===== config.mk =====
export PLATFORM = sky130hd
export DESIGN_NAME = spfc_core
export DESIGN_NICKNAME = d
export VERILOG_FILES = /design/src/spfc_pkg.sv /design/src/spfc_crc8.sv /design/src/spfc_core.sv
export SDC_FILE = /design/constraint.sdc
export NUM_CORES = 1
export LEC_CHECK = 0
export ABC_CLOCK_PERIOD_IN_PS = 17080
export BUFFER_PORTS_ARGS = -buffer_cell sky130_fd_sc_hd__buf_2
export CAP_MARGIN = 40
export CORE_MARGIN = 2
export CORE_UTILIZATION = 46
export CTS_CLUSTER_SIZE = 25
export DETAILED_ROUTE_END_ITERATION = 6
export GPL_ROUTABILITY_DRIVEN = 0
export GPL_TIMING_DRIVEN = 0
export HOLD_SLACK_MARGIN = 0.03
export PLACE_DENSITY_LB_ADDON = 0.05
export SLEW_MARGIN = 20
export SYNTH_ARGS = -nofsm -noshare
export SYNTH_HDL_FRONTEND = slang
export SYNTH_SLANG_ARGS = --single-unit

===== constraint.sdc =====
create_clock -name i_clk -period 17.08 [get_ports i_clk]
set_clock_uncertainty 0.2 [all_clocks]
set_input_delay 1.708 -clock i_clk [delete_from_list [all_inputs] [get_ports i_clk]]
set_output_delay 1.708 -clock i_clk [all_outputs]
set_load 0.005 [all_outputs]

===== src/spfc_pkg.sv =====
package spfc_pkg;

  // frame geometry
  localparam int FRAME_BITS     = 24;
  localparam int MAX_FRAME_BITS = 28;
  localparam int CRC_BITS       = 8;
  localparam int POS_MAX_BITS   = 18;
  localparam int POS_MIN_BITS   = 8;
  localparam int POS_FIT_BITS   = 14;
  localparam int CMD_RW_BIT     = 22;
  localparam int CMD_DATA_LSB   = 8;
  localparam int RSP_WARN_BIT   = 23;
  localparam int RSP_ERR_BIT    = 22;
  localparam int CNT_W          = 5;

  // addresses and mode encodings
  localparam logic [7:0] POS_ADDR        = 8'h3F;
  localparam logic       PSEL_SPI        = 1'b0;
  localparam logic       VARIANT_HIGH_24A = 1'b0;
  localparam logic       VARIANT_LOW_24A  = 1'b1;

  // crc defaults, arbitrary until the full polynomial is known
  localparam logic [7:0] CRC_POLY_DEF = 8'h07;
  localparam logic [7:0] CRC_INIT_DEF = 8'h00;

  // decoded command from the controller
  typedef struct packed {
    logic       rd;
    logic [7:0] addr_data;
  } spfc_cmd_type;

  // answer content supplied by the core
  typedef struct packed {
    logic        warn;
    logic        err;
    logic [7:0]  reg_byte;
    logic [17:0] pos;
    logic [4:0]  res_bits;
  } spfc_rsp_type;

endpackage


===== src/spfc_crc8.sv =====
`timescale 1ns/1ps
// serial-free crc8 over a 24-bit word, msb first
module spfc_crc8
  import spfc_pkg::*;
#(
  parameter logic [7:0] POLY = spfc_pkg::CRC_POLY_DEF,
  parameter logic [7:0] INIT = spfc_pkg::CRC_INIT_DEF
)
(
  // data
  input  wire logic [23:0] i_data,
  input  wire logic [4:0]  i_len,
  // result
  output logic [7:0]       o_crc
);

  // bits at or above len are skipped so short words sit at the bottom
  always_comb
  begin
    logic [7:0] c;
    logic       fb;
    c = INIT;
    fb = 1'b0;
    for (int k = 23; k >= 0; k--)
    begin
      if (k < int'(i_len))
      begin
        fb = c[7] ^ i_data[k];
        c = {c[6:0], 1'b0} ^ (fb ? POLY : 8'h00);
      end
    end
    o_crc = c;
  end

endmodule


===== src/spfc_core.sv =====
`timescale 1ns/1ps
// What this block does
// - frame active only with family pin 1, psel 0, variant high 0 and variant low 1.
// - register answer: warn, error, zeros, register byte, crc.
// - positions 8..14 bits left-aligned from bit 21, zero padded, crc last.
// - positions 15..18 bits lengthen frame one bit each, up to 28 bits.
// - 24-bit frames compute crc over the 16 non-crc bits.
// - longer frames zero-pad data to 24 bits before crc.
// - clock idles low; sample on falling edge, shift on rising edge.
// - read to address 0x3F returns the absolute position.
module spfc_core
  import spfc_pkg::*;
#(
  parameter logic [7:0] CRC_POLY = spfc_pkg::CRC_POLY_DEF,
  parameter logic [7:0] CRC_INIT = spfc_pkg::CRC_INIT_DEF
)
(
  // clock and reset
  input  wire logic                  i_clk,
  input  wire logic                  i_rst,
  // serial pins
  input  wire logic                  i_cs_n,
  input  wire logic                  i_sck,
  input  wire logic                  i_mosi,
  input  wire logic                  i_interface_family_pin,
  output logic                       o_miso,
  output logic                       o_miso_oe_n,
  // configuration
  input  wire logic                  i_psel,
  input  wire logic                  i_frame_variant_high,
  input  wire logic                  i_frame_variant_low,
  // answer content
  input  wire spfc_pkg::spfc_rsp_type i_rsp,
  // decoded command
  output spfc_pkg::spfc_cmd_type     o_cmd,
  output logic                       o_cmd_valid,
  output logic                       o_crc_err
);
  import spfc_pkg::*;

  typedef enum logic [1:0] {
    ST_IDLE  = 2'b00,
    ST_SHIFT = 2'b01,
    ST_DONE  = 2'b10,
    ST_TAIL  = 2'b11
  } spfc_state_type;

  // pin synchronisers
  logic [1:0] cs_sync_ff;
  logic [1:0] sck_sync_ff;
  logic [1:0] mosi_sync_ff;
  logic [1:0] fam_sync_ff;
  logic       sck_prev_ff;

  always_ff @(posedge i_clk)
  begin
    cs_sync_ff   <= {cs_sync_ff[0], i_cs_n};
    sck_sync_ff  <= {sck_sync_ff[0], i_sck};
    mosi_sync_ff <= {mosi_sync_ff[0], i_mosi};
    fam_sync_ff  <= {fam_sync_ff[0], i_interface_family_pin};
    sck_prev_ff  <= sck_sync_ff[1];
  end

  // edge decode on the second stage only
  wire sck_rise = sck_sync_ff[1] & ~sck_prev_ff;
  wire sck_fall = ~sck_sync_ff[1] & sck_prev_ff;
  wire cs_act   = ~cs_sync_ff[1];
  // the family pin is a pad, the variant bits come from configuration on this clock
  wire fam_ok   = fam_sync_ff[1];
  wire psel_ok  = (i_psel == PSEL_SPI);
  wire var_ok   = (i_frame_variant_high == VARIANT_HIGH_24A)
                & (i_frame_variant_low == VARIANT_LOW_24A);
  // a frame in another mode is ignored while the mode is off; if the mode turns valid with cs still low, the engine starts mid-frame
  wire mode_ok  = fam_ok & psel_ok & var_ok;

  spfc_state_type              state_ff;
  logic [CNT_W-1:0]            cnt_ff;
  logic [FRAME_BITS-1:0]       rx_ff;
  logic [MAX_FRAME_BITS-1:0]   tx_ff;
  logic                        pos_sel_ff;
  logic                        miso_ff;
  logic                        oe_n_ff;
  spfc_cmd_type                cmd_ff;
  logic                        cmd_valid_ff;
  logic                        crc_err_ff;

  // answer assembly: position read after a read to 0x3F
  wire [4:0] res      = (i_rsp.res_bits < 5'(POS_MIN_BITS)) ? 5'(POS_MIN_BITS) :
                        (i_rsp.res_bits > 5'(POS_MAX_BITS)) ? 5'(POS_MAX_BITS) : i_rsp.res_bits;
  wire [4:0] extra    = (res > 5'(POS_FIT_BITS)) ? 5'(res - 5'(POS_FIT_BITS)) : 5'h0_0;
  wire [4:0] dlen     = 5'(FRAME_BITS - CRC_BITS) + extra;
  wire [17:0] pos_al  = i_rsp.pos << (5'(POS_MAX_BITS) - res);
  // position left aligned under the flags, zeros behind, up to 20 data bits
  wire [19:0] pos_dat = {i_rsp.warn, i_rsp.err, pos_al};
  wire [15:0] reg_dat = {i_rsp.warn, i_rsp.err, 6'h00, i_rsp.reg_byte};
  wire [23:0] crc_in_pos = (extra == 5'h0_0) ? {8'h00, pos_dat[19:4]}
                                             : {pos_dat, 4'h0};
  wire [23:0] crc_in  = pos_sel_ff ? crc_in_pos : {8'h00, reg_dat};
  wire [4:0]  crc_len = (pos_sel_ff && extra != 5'h0_0) ? 5'd24 : 5'd16;
  wire [7:0]  tx_crc;
  // short frames place data at the top; unused low bits of a 28-bit shifter stay zero
  wire [19:0] dat_top = pos_sel_ff ? pos_dat : {reg_dat, 4'h0};
  wire [4:0]  dlen_eff = pos_sel_ff ? dlen : 5'd16;
  // crc sits right under the data, so each extra payload bit moves it down by one
  wire [27:0] tx_load = {dat_top, 8'h00} | ({20'h0_0000, tx_crc} << (5'd20 - dlen_eff));
  wire [27:0] tx_word = tx_load & ~(28'h000_0000 | ({28{1'b1}} >> (dlen_eff + 5'd8)));

  spfc_crc8 #(
    .POLY (CRC_POLY),
    .INIT (CRC_INIT)
  ) u_crc (
    .i_data (crc_in),
    .i_len  (crc_len),
    .o_crc  (tx_crc)
  );

  // check of the received command crc over its 16 data bits
  wire [7:0] rx_crc;
  spfc_crc8 #(
    .POLY (CRC_POLY),
    .INIT (CRC_INIT)
  ) u_rx_crc (
    .i_data ({8'h00, rx_ff[23:8]}),
    .i_len  (5'd16),
    .o_crc  (rx_crc)
  );

  // a corrupted command only raises the error flag; it never steers the next answer
  wire rx_ok   = (rx_crc == rx_ff[7:0]);
  wire pos_req = rx_ff[CMD_RW_BIT] & (rx_ff[CMD_DATA_LSB +: 8] == POS_ADDR);

  // frame engine: shift out on rising sck, capture on falling sck
  always_ff @(posedge i_clk)
  begin
    if (i_rst)
    begin
      state_ff     <= ST_IDLE;
      cnt_ff       <= 5'h0_0;
      rx_ff        <= 24'h00_0000;
      tx_ff        <= 28'h000_0000;
      pos_sel_ff   <= 1'b0;
      miso_ff      <= 1'b0;
      oe_n_ff      <= 1'b1;
      cmd_ff       <= '0;
      cmd_valid_ff <= 1'b0;
      crc_err_ff   <= 1'b0;
    end
    else
    begin
      cmd_valid_ff <= 1'b0;
      case (state_ff)
        ST_IDLE:
        begin
          oe_n_ff <= 1'b1;
          cnt_ff  <= 5'h0_0;
          if (cs_act && mode_ok)
          begin
            // previous command decides the answer of this frame
            tx_ff     <= tx_word;
            state_ff  <= ST_SHIFT;
          end
        end
        ST_SHIFT:
        begin
          oe_n_ff <= 1'b0;
          if (!cs_act)
            state_ff <= ST_IDLE;
          else if (sck_rise)
          begin
            miso_ff <= tx_ff[MAX_FRAME_BITS-1];
            tx_ff   <= {tx_ff[MAX_FRAME_BITS-2:0], 1'b0};
          end
          else if (sck_fall)
          begin
            rx_ff  <= {rx_ff[FRAME_BITS-2:0], mosi_sync_ff[1]};
            cnt_ff <= cnt_ff + 5'h0_1;
            if (cnt_ff == 5'(FRAME_BITS - 1))
              state_ff <= ST_DONE;
          end
        end
        ST_DONE:
        begin
          // decode once: staying here would repeat the valid pulse until deselect
          cmd_valid_ff <= rx_ok;
          crc_err_ff   <= ~rx_ok;
          if (rx_ok)
          begin
            cmd_ff.rd        <= rx_ff[CMD_RW_BIT];
            cmd_ff.addr_data <= rx_ff[CMD_DATA_LSB +: 8];
            pos_sel_ff       <= pos_req;
          end
          if (!cs_act)
            state_ff <= ST_IDLE;
          else
          begin
            state_ff <= ST_TAIL;
            if (sck_rise)
            begin
              miso_ff <= tx_ff[MAX_FRAME_BITS-1];
              tx_ff   <= {tx_ff[MAX_FRAME_BITS-2:0], 1'b0};
            end
          end
        end
        ST_TAIL:
        begin
          // long position answers run past bit 24; mosi is ignored from here on
          if (!cs_act)
            state_ff <= ST_IDLE;
          else if (sck_rise)
          begin
            miso_ff <= tx_ff[MAX_FRAME_BITS-1];
            tx_ff   <= {tx_ff[MAX_FRAME_BITS-2:0], 1'b0};
          end
        end
        default: state_ff <= ST_IDLE;
      endcase
    end
  end

  assign o_miso      = miso_ff;
  assign o_miso_oe_n = oe_n_ff;
  assign o_cmd       = cmd_ff;
  assign o_cmd_valid = cmd_valid_ff;
  assign o_crc_err   = crc_err_ff;

endmodule


==> results.md <==
- CP endpoint kind: flip-flop
- TritonCTS Sinks: 82
- GRT Overall Usage: 0.308
- Largest cells by area after synthesis: dfxtp_1 21%, nand2_1 8.2%, a21oi_1 7.0%, xnor2_1 6.2%, nor2_1 3.3%
- Initial DRT Pass Iterations: 7
- Top post-synthesis cells by count: 168 x nand2_1, 108 x a21oi_1, 82 x dfxtp_1
- Hold slack: around 120 ps
- Clk_lat worst skew: 340 ps
- First-pass GRT wire length: between 40000 and 50000 um
- Setup-failing EPs final: 0
- Layout area overhead: 11.2%
- Syn nets: approximately 1100
- # rows: 47
- Initial antenna violation count: 0
- Worst vdd ir: around 47 uV
- CTS clock-pin slew for the worst setup and hold paths: about 70 ps
- Worst setup SP type: input port
- DRT iter0 DRCs: 1073
- Syn avg cell area: around 7.3 um2
- RSZ-0062 raised after global routing: false
- Crit-path cells: buf_2 > clkbuf_1 > clkbuf_1 > a21oi_1 > nor2_1 > ha_1 > buf_2 > buf_2 > nand2_1 > nor3_1 > nor4_1 > a311oi_2 > o32a_1 > buf_4 > xnor2_1 > a21oi_1 > mux2i_1 > xor3_1 > mux2_2 > xnor2_1 > o22ai_1 > o31a_1 > a211oi_1
- Post-CTS Setup Inserts: 0
- Final period util: 0.481
- EDFF count, synth: 0
- Yosys top cell by area: dfxtp_1
- Failing checks: design-rule violations
- Max cap viols: 0
- Filler cell count: between 1500 and 2000
- Die area: ~18000 um2
- TritonCTS clock tree: done
- Clock root buffer: clkbuf_16
- Most frequent cell after synthesis: nand2_1
- Layout cells sized above 1: 0.123
- Deepest clock path buffer count: 2
- Ys Warns: 0
- Pwr dens: between 70 and 80 nW/um2
- Worst Setup Path Type: input port to flip-flop
- Slew headroom: 0.394
- Die height: about 130 um
- Dpl cells: ~1300
- Cts hold-fix bufs: 0
- Fmax: 122 MHz
- Routed WL per cell: between 20 and 25 um
- Post-synth top flop: dfxtp_1
- Largest net degree at the start of global routing: 14
- # IOs: 55
- Core Area: 16500 um2
- Post-synthesis cell type count: 100
- Min Tclk post-route: slightly above 8000 ps
- Top cell type's share of synthesized area: 0.213
- CP arrival: 8270 ps
- DIE WIDTH: ~130 um
- Residual DRC: 32
- Post-layout util: 0.520
- Via density: 6.45
- Fin. Hold Viols: 0
- Syn Inst Count: ~1100
- Synthesized area: between 7000 and 8000 um2
- Max-slew violation count: 0
- Worst path most repeated cell: buf_2
- Post-CTS resize count: 0
- Synth Register Bits: 82
- Starting density of the core: 0.467
- N_diodes: 0
- Slowest Stage Delay on Critical Path: 690 ps
- Worst slew pin tran: about 900 ps
- Port bufs: between 50 and 60
- Fraction of registers with async set/reset: 0
- H-tree depth: 3
- Post-DP HPWL: between 20000 and 25000 um
- CP max stage cell: nor4_1
- Leak pwr: between 0.003 and 0.004 uW
- CTS Buf Count: 9
- Part of the Yosys area used for sequential elements: 0.213
- Run status: complete, but fails checks
- Nets: ~1200
- Routed wire length: 27700 um
- ANT nets after route: 0
- Gr ovfl total: 0
- Non-filler cells, final: 1341
- Setup TNS: 0 ps
- Vias: a little under 9000
- Tightest Hold Check Type: flip-flop to flip-flop
- Vias in the first global route: a little under 8000
- CP required: 17140 ps
- Crit-path max FO: 10
-- placed cells by master, fill, tap and decap left out, drive strengths merged, types with 36 or more instances in the layout --
cell type	Yosys	routed
a21oi	110	110
buf	22	76
clkbuf	51	61
dfxtp	82	82
nand2	171	171
nand3	40	40
nor2	68	68
nor3	38	38
o21ai	36	36
xnor2	57	57
-- worst max-delay path, delay by kind of cell --
kind / cells / cell delay, ps
muxes: 2 / 710
and+or+nand+nor: 4 / 1330
buffers and inverters: 6 / 1450
xor gates and xnor gates: 3 / 1150
AOI/OAI and AO/OA: 7 / 1550
adders and majority gates: 1 / 330
-- metal layers --
layer / vias to the layer above / share of wire / GRT usage
li1: 4004 / - / -
met1: 4079 / 0.44 / 0.433
met2: 467 / 0.42 / 0.452
met3: 99 / 0.087 / 0.0605
met4: 0 / 0.049 / 0.143
met5: - / 0 / 0
-- state kept, by name, summed over array words and instances, names as in the netlist --
signal and cells:
tx_ff 28, rx_ff 24, o_cmd 9, cnt_ff 5
cs_sync_ff 2, fam_sync_ff 2, mosi_sync_ff 2, sck_sync_ff 2
state_ff 2, o_cmd_valid 1, o_crc_err 1, o_miso 1
o_miso_oe_n 1, pos_sel_ff 1, sck_prev_ff 1
-- where the power goes --
group	switching (uW)	internal [uW]
Combinational	150	86.5
Clock	79.2	131
Sequential	2.04	194
-- cell type report --
| type | instances | area [um2] | area share |
|---|---|---|---|
| Multi-Input combinational cell | 876 | 5680 | 0.661 |
| Sequential cell | 82 | 1640 | 0.191 |
| Buffer | 73 | 328 | 0.0382 |
| Tap cell | 220 | 275 | 0.0321 |
| Timing Repair Buffer | 54 | 270 | 0.0315 |
| Clock buffer | 10 | 239 | 0.0278 |
| Clock inverter | 5 | 78.8 | 0.00918 |
| Inverter | 21 | 78.8 | 0.00918 |
-- per-stage QoR --
| step | worst slack (ps) | area [um2] | power (uW) |
|---|---|---|---|
| final | 8870 | 8590 | 643 |
| after global routing | 8550 | 8590 | 670 |
| after global placement | 8580 | 8250 | 429 |
| after floorplan | 10110 | 7720 | 367 |
| after detailed placement | 8620 | 8260 | 429 |
| after CTS | 8980 | 8580 | 639 |
-- path summary, 6_finish.rpt --
check                 start              to  slack [ps]  cells after the start
max                i_rsp[4]       tx_ff[23]        8870                     23
min          sck_sync_ff[0]  sck_sync_ff[1]         120                      0
max reg2reg      pos_sel_ff        tx_ff[1]       11670                     12
min reg2reg  sck_sync_ff[0]  sck_sync_ff[1]         120                      0
-- cells by family (layout without fill, tap and decap cells) --
family          count (synthesis)  count (layout)  synth area share
compound gates                319             319             0.290
xor+xnor                       85              85             0.110
fa+ha+maj                      12              12            0.0194
buf+inv                        94             163            0.0526
flops                          82              82             0.213
mux                            31              31            0.0433
simple gates                  429             429             0.272
Power figures use the tool's default switching activity.
